File: config.mk
export PLATFORM = sky130hd
export DESIGN_NAME = gcb_top
export DESIGN_NICKNAME = d
export VERILOG_FILES = /design/src/hdl/gcb_top.v /design/src/hdl/gcb_fifo.v
export VERILOG_INCLUDE_DIRS = /design/src /design/src/hdl
export SDC_FILE = /design/constraint.sdc
export NUM_CORES = 1
export LEC_CHECK = 0
export BUFFER_PORTS_ARGS = -buffer_cell sky130_fd_sc_hd__buf_2
export CORE_AREA = 2 2 179 181
export CTS_CLUSTER_DIAMETER = 50
export DETAILED_ROUTE_END_ITERATION = 12
export DIE_AREA = 0 0 181 183
export GPL_TIMING_DRIVEN = 0
export HOLD_SLACK_MARGIN = 0.1
export MAX_ROUTING_LAYER = met4
export PLACE_DENSITY = 0.72
export REMOVE_ABC_BUFFERS = 1
export SLEW_MARGIN = 20
export SYNTH_ARGS = -nofsm -noshare
export SYNTH_HDL_FRONTEND = slang
export SYNTH_SLANG_ARGS = --single-unit
File: constraint.sdc
create_clock -name core_clk_i -period 6.5 [get_ports core_clk_i]
set_clock_uncertainty 0.15 [all_clocks]
set_input_delay 0.65 -clock core_clk_i [delete_from_list [all_inputs] [get_ports core_clk_i]]
set_output_delay 0.65 -clock core_clk_i [all_outputs]
set_load 0.1 [all_outputs]
File: src/hdl/gcb_regs.vh
// Constants for the 64 kbit/s general communications byte channel adaptation
//
// Summary of operation
// - Source inserts client octets into overhead byte
// - Client bits written on client clock
// - Read out on path clock, frame, slips
// - Positive slip skips one whole octet once
// - Negative slip reads same octet again
// - Buffer absorbs 18 us wander without errors
// - Source writes byte only while activated
// - Sink extracts overhead byte as 64k channel
// - Sink latches octet on received path clock
// - Shift out on line clock divided 2176
// - Inactive sink drives continuous all-ones
// - Trail fail gives all-ones within 1 ms
// - Fail cleared resumes data within 1 ms
`ifndef GCB_REGS_VH
`define GCB_REGS_VH

`define GCB_OCTET_W        8
`define GCB_BIT_CNT_W      4
`define GCB_OCTET_LAST     4'h8
`define GCB_ALL_ONES       8'hFF

`define GCB_FIFO_DEPTH     32
`define GCB_FIFO_AW        5
`define GCB_LEVEL_W        6
`define GCB_FILL_LOW       6'h02
`define GCB_FILL_HIGH      6'h1E

`define GCB_WANDER_NS      18000
`define GCB_CLIENT_BIT_NS  15625
`define GCB_CLK_PERIOD_NS  5

`define GCB_DIV_W          12
`define GCB_LINE_DIV       12'h880
`define GCB_LINE_HALF      12'h440
// One 64 kbit/s bit is 3125 core cycles of 5 ns; sized to the 12-bit divider
`define GCB_AIS_BIT_CYC    12'hC35
`define GCB_AIS_HALF_CYC   12'h61A
`define GCB_AIS_MAX_NS     1000000

`endif

File: src/hdl/gcb_top.v
// Overhead byte channel adaptation: client to path source and path to client sink
`timescale 1ns/1ps
`include "gcb_regs.vh"
module gcb_top (
  input  wire       core_clk_i,
  input  wire       reset_n_i,
  // Source, client side
  input  wire       client_channel_data_i,
  input  wire       client_channel_clock_i,
  input  wire       client_octet_phase_i,
  // Source, path side
  input  wire       path_timing_clock_i,
  input  wire       path_frame_start_i,
  input  wire       src_function_activate_i,
  output wire [7:0] path_frame_data_o,
  output wire       path_gc_write_o,
  output wire       src_slip_pos_o,
  output wire       src_slip_neg_o,
  // Sink, path side
  input  wire [7:0] rx_path_frame_data_i,
  input  wire       rx_path_clock_i,
  input  wire       rx_gc_strobe_i,
  input  wire       trail_signal_fail_in_i,
  input  wire       snk_function_activate_i,
  // Sink, client side
  output wire       snk_client_data_o,
  output wire       snk_client_clock_o,
  output wire       snk_octet_phase_o,
  output wire       alarm_substitute_action_o
);

  localparam [2:0] ST_IDLE = 3'b001;
  localparam [2:0] ST_SKIP = 3'b010;
  localparam [2:0] ST_TAKE = 3'b100;

  // ---------------- Source: client octet assembly ----------------
  reg        cli_clk_d_r;
  reg [7:0]  asm_shift_r;
  reg [3:0]  asm_cnt_r;
  reg [7:0]  asm_octet_r;
  reg        asm_valid_r;
  wire       cli_rise;
  wire       fifo_in_ready;

  assign cli_rise = client_channel_clock_i & ~cli_clk_d_r;

  always @(posedge core_clk_i) begin
    if (!reset_n_i) begin
      cli_clk_d_r <= 1'b0;
      asm_shift_r <= 8'h00;
      asm_cnt_r   <= 4'h0;
      asm_octet_r <= 8'h00;
      asm_valid_r <= 1'b0;
    end else begin
      cli_clk_d_r <= client_channel_clock_i;
      if (asm_valid_r && fifo_in_ready) begin
        asm_valid_r <= 1'b0;
      end
      if (cli_rise) begin
        asm_shift_r <= {asm_shift_r[6:0], client_channel_data_i};
        if (client_octet_phase_i) begin
          asm_cnt_r <= 4'h1;
        end else if (asm_cnt_r == `GCB_OCTET_LAST) begin
          asm_cnt_r <= 4'h1;
        end else begin
          asm_cnt_r <= asm_cnt_r + 4'h1;
        end
        // A full octet is handed to the buffer, held while it is stalled
        if ((asm_cnt_r == 4'h7) && !client_octet_phase_i) begin
          asm_octet_r <= {asm_shift_r[6:0], client_channel_data_i};
          asm_valid_r <= 1'b1;
        end
      end
    end
  end

  // ---------------- Source: slip buffer ----------------
  wire [7:0] fifo_out_data;
  wire       fifo_out_valid;
  wire [5:0] fifo_level;
  reg        fifo_pop;

  gcb_fifo #(
    .WIDTH (`GCB_OCTET_W),
    .DEPTH (`GCB_FIFO_DEPTH),
    .AW    (`GCB_FIFO_AW)
  ) u_slip_fifo (
    .core_clk_i  (core_clk_i),
    .reset_n_i   (reset_n_i),
    .in_data_i   (asm_octet_r),
    .in_valid_i  (asm_valid_r),
    .in_ready_o  (fifo_in_ready),
    .out_data_o  (fifo_out_data),
    .out_valid_o (fifo_out_valid),
    .out_ready_i (fifo_pop),
    .level_o     (fifo_level)
  );

  // ---------------- Source: read-out on path frame ----------------
  reg        path_clk_d_r;
  reg [2:0]  rd_state_r;
  reg [2:0]  rd_state_nxt;
  reg [7:0]  gc_data_r;
  reg [7:0]  gc_data_nxt;
  reg        gc_write_r;
  reg        gc_write_nxt;
  reg        slip_pos_r;
  reg        slip_pos_nxt;
  reg        slip_neg_r;
  reg        slip_neg_nxt;
  wire       frame_tick;
  wire       near_full;
  wire       near_empty;

  assign frame_tick = path_timing_clock_i & ~path_clk_d_r & path_frame_start_i;
  assign near_full  = (fifo_level >= `GCB_FILL_HIGH);
  assign near_empty = (fifo_level <= `GCB_FILL_LOW) || !fifo_out_valid;

  always @* begin
    rd_state_nxt = rd_state_r;
    gc_data_nxt  = gc_data_r;
    gc_write_nxt = 1'b0;
    slip_pos_nxt = 1'b0;
    slip_neg_nxt = 1'b0;
    fifo_pop     = 1'b0;
    case (rd_state_r)
      ST_IDLE: begin
        if (frame_tick) begin
          if (near_full) begin
            // Head octet is dropped; the next one fills this frame
            fifo_pop     = 1'b1;
            slip_pos_nxt = 1'b1;
            rd_state_nxt = ST_SKIP;
          end else if (near_empty) begin
            gc_write_nxt = src_function_activate_i;
            slip_neg_nxt = 1'b1;
          end else begin
            fifo_pop     = 1'b1;
            gc_data_nxt  = fifo_out_data;
            gc_write_nxt = src_function_activate_i;
          end
        end
      end
      ST_SKIP: begin
        rd_state_nxt = ST_TAKE;
      end
      ST_TAKE: begin
        rd_state_nxt = ST_IDLE;
        gc_write_nxt = src_function_activate_i;
        if (fifo_out_valid) begin
          fifo_pop    = 1'b1;
          gc_data_nxt = fifo_out_data;
        end
      end
      default: begin
        rd_state_nxt = ST_IDLE;
      end
    endcase
  end

  always @(posedge core_clk_i) begin
    if (!reset_n_i) begin
      path_clk_d_r <= 1'b0;
      rd_state_r   <= ST_IDLE;
      gc_data_r    <= `GCB_ALL_ONES;
      gc_write_r   <= 1'b0;
      slip_pos_r   <= 1'b0;
      slip_neg_r   <= 1'b0;
    end else begin
      path_clk_d_r <= path_timing_clock_i;
      rd_state_r   <= rd_state_nxt;
      gc_data_r    <= gc_data_nxt;
      gc_write_r   <= gc_write_nxt;
      slip_pos_r   <= slip_pos_nxt;
      slip_neg_r   <= slip_neg_nxt;
    end
  end

  assign path_frame_data_o = gc_data_r;
  assign path_gc_write_o   = gc_write_r;
  assign src_slip_pos_o    = slip_pos_r;
  assign src_slip_neg_o    = slip_neg_r;

  // ---------------- Sink: overhead byte latch ----------------
  reg        rx_clk_d_r;
  reg [7:0]  store_r;
  wire       rx_rise;

  assign rx_rise = rx_path_clock_i & ~rx_clk_d_r;

  always @(posedge core_clk_i) begin
    if (!reset_n_i) begin
      rx_clk_d_r <= 1'b0;
      store_r    <= `GCB_ALL_ONES;
    end else begin
      rx_clk_d_r <= rx_path_clock_i;
      if (rx_rise && rx_gc_strobe_i) begin
        store_r <= rx_path_frame_data_i;
      end
    end
  end

  // ---------------- Sink: 64 kHz bit clocks ----------------
  reg  [11:0] line_div_r;
  reg  [11:0] ais_div_r;
  reg         line_tick_r;
  reg         ais_tick_r;
  reg         line_phase_r;
  reg         ais_phase_r;
  wire [11:0] ais_bit_cyc;
  wire [11:0] ais_half_cyc;

  assign ais_bit_cyc  = `GCB_AIS_BIT_CYC;
  assign ais_half_cyc = `GCB_AIS_HALF_CYC;

  always @(posedge core_clk_i) begin
    if (!reset_n_i) begin
      line_div_r   <= 12'h000;
      line_tick_r  <= 1'b0;
      line_phase_r <= 1'b0;
    end else begin
      line_tick_r <= 1'b0;
      if (rx_rise) begin
        if (line_div_r == `GCB_LINE_DIV - 12'h001) begin
          line_div_r  <= 12'h000;
          line_tick_r <= 1'b1;
        end else begin
          line_div_r <= line_div_r + 12'h001;
        end
        line_phase_r <= (line_div_r < `GCB_LINE_HALF);
      end
    end
  end

  // Local bit clock keeps the all-ones signal at rate when the line clock is lost
  always @(posedge core_clk_i) begin
    if (!reset_n_i) begin
      ais_div_r   <= 12'h000;
      ais_tick_r  <= 1'b0;
      ais_phase_r <= 1'b0;
    end else begin
      ais_tick_r <= 1'b0;
      if (ais_div_r == ais_bit_cyc - 12'h001) begin
        ais_div_r  <= 12'h000;
        ais_tick_r <= 1'b1;
      end else begin
        ais_div_r <= ais_div_r + 12'h001;
      end
      ais_phase_r <= (ais_div_r < ais_half_cyc);
    end
  end

  // ---------------- Sink: serialiser and alarm substitution ----------------
  reg        ais_r;
  reg        bit_tick;
  reg        bit_phase;
  reg [7:0]  ser_shift_r;
  reg [2:0]  ser_idx_r;
  reg        snk_data_r;
  reg        snk_clock_r;
  reg        snk_phase_r;
  wire       ais_now;

  assign ais_now = trail_signal_fail_in_i | ~snk_function_activate_i;

  always @* begin
    bit_tick  = ais_r ? ais_tick_r : line_tick_r;
    bit_phase = ais_r ? ais_phase_r : line_phase_r;
  end

  always @(posedge core_clk_i) begin
    if (!reset_n_i) begin
      ais_r       <= 1'b1;
      ser_shift_r <= `GCB_ALL_ONES;
      ser_idx_r   <= 3'h0;
      snk_data_r  <= 1'b1;
      snk_clock_r <= 1'b0;
      snk_phase_r <= 1'b0;
    end else begin
      ais_r       <= ais_now;
      snk_clock_r <= bit_phase;
      if (ais_now) begin
        snk_data_r <= 1'b1;
      end
      if (bit_tick) begin
        ser_idx_r   <= ser_idx_r + 3'h1;
        snk_phase_r <= (ser_idx_r == 3'h0);
        if (ser_idx_r == 3'h0) begin
          ser_shift_r <= {store_r[6:0], 1'b1};
          if (!ais_now) begin
            snk_data_r <= store_r[7];
          end
        end else begin
          ser_shift_r <= {ser_shift_r[6:0], 1'b1};
          if (!ais_now) begin
            snk_data_r <= ser_shift_r[7];
          end
        end
      end
    end
  end

  assign snk_client_data_o         = snk_data_r;
  assign snk_client_clock_o        = snk_clock_r;
  assign snk_octet_phase_o         = snk_phase_r;
  assign alarm_substitute_action_o = ais_r;

endmodule

File: src/hdl/gcb_fifo.v
// Slip buffer FIFO with registered read data
`timescale 1ns/1ps
module gcb_fifo #(
  parameter WIDTH = 8,
  parameter DEPTH = 32,
  parameter AW    = 5
) (
  input  wire             core_clk_i,
  input  wire             reset_n_i,
  input  wire [WIDTH-1:0] in_data_i,
  input  wire             in_valid_i,
  output wire             in_ready_o,
  output reg  [WIDTH-1:0] out_data_o,
  output reg              out_valid_o,
  input  wire             out_ready_i,
  output reg  [AW:0]      level_o
);

  reg [WIDTH-1:0] mem_r [0:DEPTH-1];
  reg [AW-1:0]    wr_ptr_r;
  reg [AW-1:0]    rd_ptr_r;
  wire            push;
  wire            pop;
  wire [AW-1:0]   rd_next;

  assign in_ready_o = (level_o != DEPTH[AW:0]);
  assign push       = in_valid_i & in_ready_o;
  assign pop        = out_valid_o & out_ready_i;
  assign rd_next    = pop ? rd_ptr_r + {{(AW-1){1'b0}}, 1'b1} : rd_ptr_r;

  always @(posedge core_clk_i) begin
    if (push) begin
      mem_r[wr_ptr_r] <= in_data_i;
    end
  end

  always @(posedge core_clk_i) begin
    if (!reset_n_i) begin
      wr_ptr_r    <= {AW{1'b0}};
      rd_ptr_r    <= {AW{1'b0}};
      level_o     <= {(AW+1){1'b0}};
      out_valid_o <= 1'b0;
      out_data_o  <= {WIDTH{1'b0}};
    end else begin
      if (push) begin
        wr_ptr_r <= wr_ptr_r + {{(AW-1){1'b0}}, 1'b1};
      end
      rd_ptr_r <= rd_next;
      if (push && !pop) begin
        level_o <= level_o + {{AW{1'b0}}, 1'b1};
      end else if (pop && !push) begin
        level_o <= level_o - {{AW{1'b0}}, 1'b1};
      end
      // Valid drops for one cycle after a pop while the next word is fetched
      out_valid_o <= (level_o != {(AW+1){1'b0}}) & ~pop;
      out_data_o  <= mem_r[rd_next];
    end
  end

endmodule

After elaboration in Yosys (flattened, before gate mapping) --
Memories as Yosys holds them, arrays and structs flattened. A register that Yosys moved wholly into a read port is not among the register bits. Cells that the tools add are included.
Cells by class: bitwise operators 16, multiplexer cells 39, equality and inequality tests 13, order comparisons 4, reduce and logical (&&, ||, !) cells 22, add/sub/neg operators 8
Operators with widths (number):
- 8-bit two-way mux | 5
- 12-bit by 1-bit adder with 12-bit output (second input constant) | 2
- 12-bit equality test (second input constant) | 2
- 12-bit by 11-bit < comparator with 1-bit output (second input constant) | 2
- 1-bit two-way mux | 22
- 8-bit case mux with 2 select lines | 1
- 12-bit two-way mux | 1
- 6-bit two-way mux | 2
- 5-bit by 1-bit adder with 5-bit output (second input constant) | 2
- 4-bit two-way mux | 2
- 2-bit != test (second input constant) | 4
- 1-bit NOT | 8
- 1-bit AND | 7
- 6-bit by 1-bit adder with 6-bit output (second input constant) | 1
- 6-bit by 5-bit greater-or-equal comparator with 1-bit output (second input constant) | 1
- 6-bit by 2-bit less-or-equal comparator with 1-bit output (second input constant) | 1
- 3-bit two-way mux | 2
- 6-bit != test (second input constant) | 1
- 3-bit case mux with 2 select lines | 1
- 2-bit AND reduction | 3
- 6-bit nonzero test | 1
- 6-bit by 1-bit subtractor with 6-bit output (second input constant) | 1
- 1-bit logical AND | 5
- 1-bit zero test | 5
- other kinds (18) | 20
Storage, ports and cells: register bits after elaboration 105, bits of input ports 20, memories 1, logic and storage cells 132, output and inout bits 15, RAM bits 256
Memories:
- u_slip_fifo.mem_r | words 32, width 8, rd ports 1, clocked after memory_dff 1, write ports 1, line gcb_fifo.v:19 | reg [WIDTH-1:0] mem_r [0:DEPTH-1];

Logic depth before layout (Yosys ltp) --
Gate-level depths: netlist of the first run.
depth after elaboration 10, depth in mapped cells 13, mapped depth without buffers 13

Modules after synthesis --
From an unflattened synthesis of the first run, not the netlist that was laid out.
Second synthesis, totals: cell total of the unflattened synthesis 1014, area total of the unflattened synthesis 14672.8 sq um
By module, submodules not included:
- gcb_fifo | times used 1, cells an instance 597, area an instance 11080.6 sq um, seq. area each 8187.9 sq um
- gcb_top | times used 1, cells an instance 417, area an instance 3592.2 sq um, seq. area each 1741.7 sq um

Worst setup path before layout of the first run --
Ideal clock, no wire load.
path type input to register, from input port path_timing_clock_i, to register u_slip_fifo.level_o[5], data required time 6.280 ns, library setup time 0.070 ns, path slack 3.335 ns, data arrival time 2.945 ns, path buffers 0, stages 13, cell sequence nand4bb_4 a211oi_2 o21ai_2 ha_1 inv_1 ha_1 a21o_1 a21oi_1 o21bai_1 a21oi_1 xnor2_1 or3_1 a21oi_1
On the way: word-level cells in the longest chain between the ends 8
Ends and longest elaborated chain:
- start, declared | line gcb_top.v:12 | input wire path_timing_clock_i,
- 1-bit AND * (2 in a row) | line gcb_top.v:115 | assign frame_tick = path_timing_clock_i & ~path_clk_d_r & path_frame_start_i;
- 1-bit two-way mux * | line gcb_top.v:128 | if (frame_tick) begin
- 1-bit case mux with 2 select lines * | line gcb_top.v:126 | case (rd_state_r)
- 1-bit AND * | line gcb_fifo.v:28 | assign pop = out_valid_o & out_ready_i;
- 1-bit zero test | line gcb_fifo.v:49 | if (push && !pop) begin
- 1-bit logical AND | line gcb_fifo.v:49
- 6-bit two-way mux / 2-bit nonzero test (equally long branches)
- end signal, assigned | line gcb_fifo.v:41 | level_o <= {(AW+1){1'b0}};
- end signal, assigned | line gcb_fifo.v:50 | level_o <= level_o + {{AW{1'b0}}, 1'b1};
- end signal, assigned | line gcb_fifo.v:52 | level_o <= level_o - {{AW{1'b0}}, 1'b1};
- end, declared | line gcb_fifo.v:16 | output reg [AW:0] level_o
Every way passes the cells marked *; elsewhere a longest branch is shown, timed or not. A chain may end at the register's enable or synchronous reset.

Final worst setup path of the first run --
from register u_slip_fifo.level_o[2], to register u_slip_fifo.level_o[5]
RTL lines:
- 6-bit != test * | line gcb_fifo.v:26 | assign in_ready_o = (level_o != DEPTH[AW:0]);
- 1-bit AND * | line gcb_fifo.v:27 | assign push = in_valid_i & in_ready_o;
- net u_slip_fifo.push | line gcb_fifo.v:22 | wire push;
- 1-bit zero test | line gcb_fifo.v:51 | end else if (pop && !push) begin
- 1-bit logical AND | line gcb_fifo.v:51
- 2-bit nonzero test (no source line)
Mark *: on every way through the listed nets, which the timed path passes. The rest lies on a longest branch. The select of a mux whose other input is x is not followed.

==> results.ini, run 1 <==
[outcome]
status = completed

[global_route]
antenna_found_initial = 0
grt_pass1_wl_um = 48900
grt-ovfl-total = 0
first_global_vias = 9142
use_met3_pct = 2.52
grt_max_degree = 49
busiest_layer = met2
grt.met2_usage_pct = 32.4
gr-usage-all-layers_pct = 19.3
grt_util_met1_pct = 24.2

[logic_synthesis]
synth_commonest_cells = nand2_1 (279), edfxtp_1 (256), dfxtp_1 (112)
yosysTopAreaCellShare_pct = 52.3
postSynthCellCount = 1231
yosys_most_used_dff = edfxtp_1
ys_types = 60
synth.area.top_cells = edfxtp_1 (52%), dfxtp_1 (15%), nand2_1 (7.1%), mux2i_1 (3.7%), nand3_1 (3.1%)
synth_seq_cells = 368
ys_warn_count = 0
avgSynthCellArea_um2 = 11.9
synth_top_area_cell = edfxtp_1
synthArstFlopShare_pct = 0
synth_area_mm2 = 0.0147
synth-seq-area-share_pct = 67.5
synth_edf_count = 256
yosysMostFrequentCell = nand2_1

[setup_path]
critPathMaxStageDelay_ps = 360
crit_arrival_ps = 3850
setup.worst_path.class = reg2reg
critPathSlowestCell = nor3b_1
worstPathMaxFanout = 9
start_kind = flop
required_ps = 6780
crit_chain = nor3_4 > nor3b_1 > a21boi_1 > ha_1 > inv_1 > ha_1 > a21o_1 > a21oi_1 > o21bai_1 > a21oi_1 > xnor2_1 > or3_1 > a21oi_1
cp_common_cell = a21oi_1
end_kind = flop

[place]
dp_hpwl_um = 18900
dp_worst_setup_slack_ps = 2790
numPortBuffers = 34
placed_cell_area_mm2 = 0.0153
gp_congestion = 0.786

[clock_network]
clkLatencyLatePin_ps = 520
htreeDepth = 2
cts_buffer_depth = 3
clock-root-buffer = clkbuf_16
cts_made_buffers = 37
cts_hold_buf = 0
post_cts.repair.setup_buffers = 0
cts_resized = 0
tritoncts = built
cts_num_sinks = 368
path_clk_slew_ps = 60

[power]
p_leak_nw = 6.22
p_total_mw = 4.68
max-vdd-ir-drop_mv = 0.162
powerDensity_mw_per_mm2 = 282

[timing]
worst_pin_slew_ps = 907
hold_ws_ps = 208
fin_crit_sh_pct = 54.8
max_freq_ghz = 0.281
drv_slew = 0
setup_slack_ps = 2940
period_minus_slack_ps = 3560
finalSetupTns_ps = 0
report.final.setup_viol = 0
relSlewSlack_pct = 39.3
hold_violations = 0
rsz0062_at_grt = no

[floorplanning]
die_y_um = 183
coreArea_mm2 = 0.0312
start_util_pct = 47.1
num_io_pins = 35
rows = 65
fp.dieW_um = 181
dieArea_mm2 = 0.0331

[drt]
wirelength_um = 31100
routedWlPerCell_um = 18.5
drt_iter0_markers = 902
num_vias = 9361
vias_per_cell = 5.57
drtAntennaViolNets = 0
drc = 0
firstDrtPassIters = 5

[finish]
drive_gt1_share_pct = 10.2
diodes = 0
fin_nets = 1290
fillers = 2606
final_area_mm2 = 0.0166
area_growth_pct = 12.7

[flow_run]
cap_violations = 0

[min_path]
hold_class = in2reg

-- worst max-delay path: cells and delay by family (launching register included) --
family / cells / cell delay, ps
AND/OR/NAND/NOR: 3 / 1020
buffers and inverters: 1 / 160
AO/OA/AOI/OAI: 6 / 1130
adder cells (fa/ha/maj): 2 / 580
flip-flops: 1 / 350
XOR/XNOR: 1 / 90
-- sequential cells by signal, summed over array words and instances, names as in the netlist, 3 cells and up --
register                count
u_slip_fifo.out_data_o      8
ser_shift_r                 7
asm_cnt_r                   4
u_slip_fifo.wr_ptr_r        5
store_r                     8
u_slip_fifo.mem_r         256
asm_octet_r                 8
line_div_r                 12
u_slip_fifo.level_o         6
ser_idx_r                   3
path_frame_data_o           8
rd_state_r                  3
asm_shift_r                 7
u_slip_fifo.rd_ptr_r        5
ais_div_r                  12
-- area by class of cell --
cell class              instances  area, um2  area share, %
inverters                      17       63.8          0.385
multi-input cells             785       4480           27.0
clock inverters                21        231           1.40
repair buffers                 43        370           2.24
well taps                     402        503           3.04
clock buffers                  46        980           5.91
flip-flops and latches        368       9940           60.0
-- power breakdown --
| part | switching, mW | internal [mW] |
|---|---|---|
| sequential | 0.00669 | 2.48 |
| clock | 0.858 | 1.27 |
| combinational | 0.0391 | 0.0187 |
-- cell usage in the layout, fill, tap and decap left out, types with 17 or more instances in the layout --
cell and count:
nand2_1 279, edfxtp_1 256, nor2_1 108, dfxtp_1 104
nand3_1 92, mux2i_1 53, nand4_1 43, clkbuf_16 37
buf_2 34, a32oi_1 32, a21oi_1 26, xor2_1 19
ha_1 17
-- stage by stage --
step | std cells | utilization (%)
floorplan | 1170 | -
global placement | 1606 | 48.3
detailed placement | 1615 | 49.1
CTS | 1682 | 53.0
global route | 1682 | 53.0
finish | 1682 | 53.0
-- worst paths after layout --
check | startpoint | to | slack (ps) | cells after the start
setup / recovery | u_slip_fifo.level_o[2] | u_slip_fifo.level_o[5] | 2940 | 13
hold / removal | trail_signal_fail_in_i | alarm_substitute_action_o | 210 | 2
setup reg to reg | u_slip_fifo.level_o[2] | u_slip_fifo.level_o[5] | 2940 | 13
hold reg to reg | u_slip_fifo.out_data_o[2] | path_frame_data_o[2] | 280 | 2
-- cell families after synthesis --
| family | count (synthesis) | share of synthesized area, % |
|---|---|---|
| buf+inv | 78 | 2.36 |
| xor+xnor | 32 | 1.96 |
| mux | 58 | 3.97 |
| fa+ha+maj | 18 | 1.58 |
| compound gates | 96 | 4.78 |
| simple gates | 581 | 17.8 |
| flops | 368 | 67.5 |
-- layer usage --
metal / part of all wire (%) / vias to the layer above
li1: - / 4449
met1: 43 / 4582
met2: 50 / 269
met3: 4.7 / 61
met4: 2.5 / 0
met5: 0 / -
Note: power is estimated with default switching activity, not from simulation.
==> inputs of run 2 (changes only) <==
==> constraint.sdc (replaced) <==
create_clock -name core_clk_i -period 3.3 [get_ports core_clk_i]
set_clock_uncertainty 0.15 [all_clocks]
set_input_delay 0.33 -clock core_clk_i [delete_from_list [all_inputs] [get_ports core_clk_i]]
set_output_delay 0.33 -clock core_clk_i [all_outputs]
set_load 0.1 [all_outputs]
==> results.ini, run 2 (synthesized netlist as in run 1, its figures left out) <==
[timing]
report.final.setup_viol = 0  ; unchanged
setup_slack_ps = 133  ; -2800 ps
hold_violations = 0  ; unchanged
period_minus_slack_ps = 3170  ; -397 ps
max_freq_ghz = 0.316  ; +13%
worst_pin_slew_ps = 914  ; +6.97 ps
fin_crit_sh_pct = 96.0  ; +41 points
relSlewSlack_pct = 38.8  ; -0.47 points
drv_slew = 0  ; unchanged

[finish]
area_growth_pct = 14.6
utilization_pct = 54.0  ; +0.90 points
fin_nets = 1314  ; +1.9%
layout_common_cells = nand2_1 (279), edfxtp_1 (256), nor2_1 (108)
top_regs = u_slip_fifo.mem_r x256, ais_div_r x12, line_div_r x12
largest_reg_flops = 256  ; unchanged
fillers = 2566  ; -1.5%
largest_register = u_slip_fifo.mem_r
final_common_cell = nand2_1
diodes = 0  ; unchanged
drive_gt1_share_pct = 11.3  ; +1.0 points

[power]
max-vdd-ir-drop_mv = 0.320  ; +97%
powerDensity_mw_per_mm2 = 547  ; +94%
p_leak_nw = 6.32  ; +1.6%

[setup_path]
setup.worst_path.class = reg2reg
reg2reg_to = u_slip_fifo.out_data_o[5]
end_kind = flop
cp_common_cell = nand4_1
regToRegStartpoint = u_slip_fifo.level_o[0]
reg2regPathDepth = 8  ; -5
start_kind = flop
crit_buf_inv = 1  ; unchanged
worstPathMaxFanout = 8  ; -1
required_ps = 3570  ; -3210 ps
rrSetupSlack_ps = 130  ; -2800 ps
critPathSlowestCell = nor3b_2
critPathMaxStageDelay_ps = 680  ; +320 ps
crit_family = simple AND/OR/NAND/NOR gates
crit_arrival_ps = 3440  ; -410 ps
crit_chain = a21oi_2 > a211oi_4 > buf_4 > o211ai_1 > xor2_1 > nor3b_2 > nand4_1 > nand4_1

[floorplanning]
fp.dieW_um = 181  ; unchanged
start_util_pct = 47.1  ; unchanged
die_y_um = 183  ; unchanged
dieArea_mm2 = 0.0331  ; unchanged
num_io_pins = 35  ; unchanged
coreArea_mm2 = 0.0312  ; unchanged
rows = 65  ; unchanged

[drt]
drc = 0  ; unchanged
num_vias = 9560  ; +2.1%
drtAntennaViolNets = 0  ; unchanged
wirelength_um = 32200  ; +3.4%
routedWlPerCell_um = 18.9  ; +2.0%
firstDrtPassIters = 6  ; +1
vias_per_cell = 5.60  ; +0.69%
drt_iter0_markers = 934  ; +3.5%

[clock_network]
cts_made_buffers = 37  ; unchanged
clkLatencyLatePin_ps = 520  ; about the same
clock-root-buffer = clkbuf_16
tritoncts = built
cts_buffer_depth = 3  ; unchanged
cts_num_sinks = 368  ; unchanged
htreeDepth = 2  ; unchanged
path_clk_slew_ps = 60  ; about the same

[global_route]
gr-usage-all-layers_pct = 19.5  ; +0.24 points
grt_max_degree = 49  ; unchanged
grt_pass1_wl_um = 49600  ; +1.3%
grt-ovfl-total = 0  ; unchanged
first_global_vias = 9269  ; +1.4%
antenna_found_initial = 0  ; unchanged

[place]
dp_worst_setup_slack_ps = -228  ; -3020 ps
dp_hpwl_um = 18900  ; unchanged
gp_congestion = 0.786  ; unchanged
numPortBuffers = 34  ; unchanged

[outcome]
status = completed

[min_path]
min_from = rx_gc_strobe_i
min_path_cells = 4  ; +2
hold_class = in2reg
min_to = store_r[7]

[flow_run]
cap_violations = 0  ; unchanged

## run 2: worst max path at each step
stage	slack (ps)	depth (start not counted)	startpoint	to
floorplan	-970	7	u_slip_fifo.level_o[1]	u_slip_fifo.out_data_o[0]
global placement	-2790	7	u_slip_fifo.level_o[1]	u_slip_fifo.out_data_o[7]
detailed placement	-230	13	u_slip_fifo.level_o[2]	u_slip_fifo.level_o[5]
CTS	9	13	u_slip_fifo.level_o[1]	u_slip_fifo.level_o[5]
global route	-2	10	u_slip_fifo.level_o[2]	u_slip_fifo.out_data_o[2]
finish	130	8	u_slip_fifo.level_o[0]	u_slip_fifo.out_data_o[5]
## run 2: power by group
group          switching (mW)  total [mW]  internal [mW]
logic                  0.0804       0.129         0.0490
registers              0.0133        4.91           4.89
clock network            1.68        4.19           2.50
total                    1.78        9.22           7.45
## run 2: final cells by class
class,count,area (um2),share of cell area [%]
flip-flops and latches,368,9950,59.0
multi-input cells,787,4540,26.9
clock buffers,46,980,5.81
repair buffers,65,588,3.49
well taps,402,503,2.99
clock inverters,21,231,1.37
inverters,17,63.8,0.379
## run 2: worst min-delay path, delay by kind of cell
family	cells	cell delay (ps)
buf+inv	1	80
simple gates	3	330
## run 2: through the flow
stage	total power [mW]	setup TNS, ps	instances	hold WS [ps]	area (um2)
floorplan	5.08	-8150	1170	242	14400
global placement	5.12	-23880	1606	272	15100
detailed placement	5.12	-228	1615	278	15300
CTS	9.27	0	1701	123	16800
global route	9.46	-2.22	1706	188	16800
finish	9.22	0	1706	140	16800
## run 2: timing repair
item | CTS | global route
hold buffers | 16 | 0
cloned | 0 | 2
gates resized for setup | 4 | 8
setup buffers | 3 | 3
endpoints found under the hold margin | 20 | 0
pin swaps | 2 | 2
setup endpoints to repair | 1 | 9
## run 2: layer usage
metal / GRT usage [%] / vias up / routed length, um / share of wire [%]
li1: - / 4506 / - / -
met1: 24.4 / 4645 / 13500 / 42
met2: 33.0 / 338 / 16000 / 50
met3: 2.48 / 71 / 1820 / 5.7
met4: 6.76 / 0 / 903 / 2.8
met5: - / - / 0 / 0
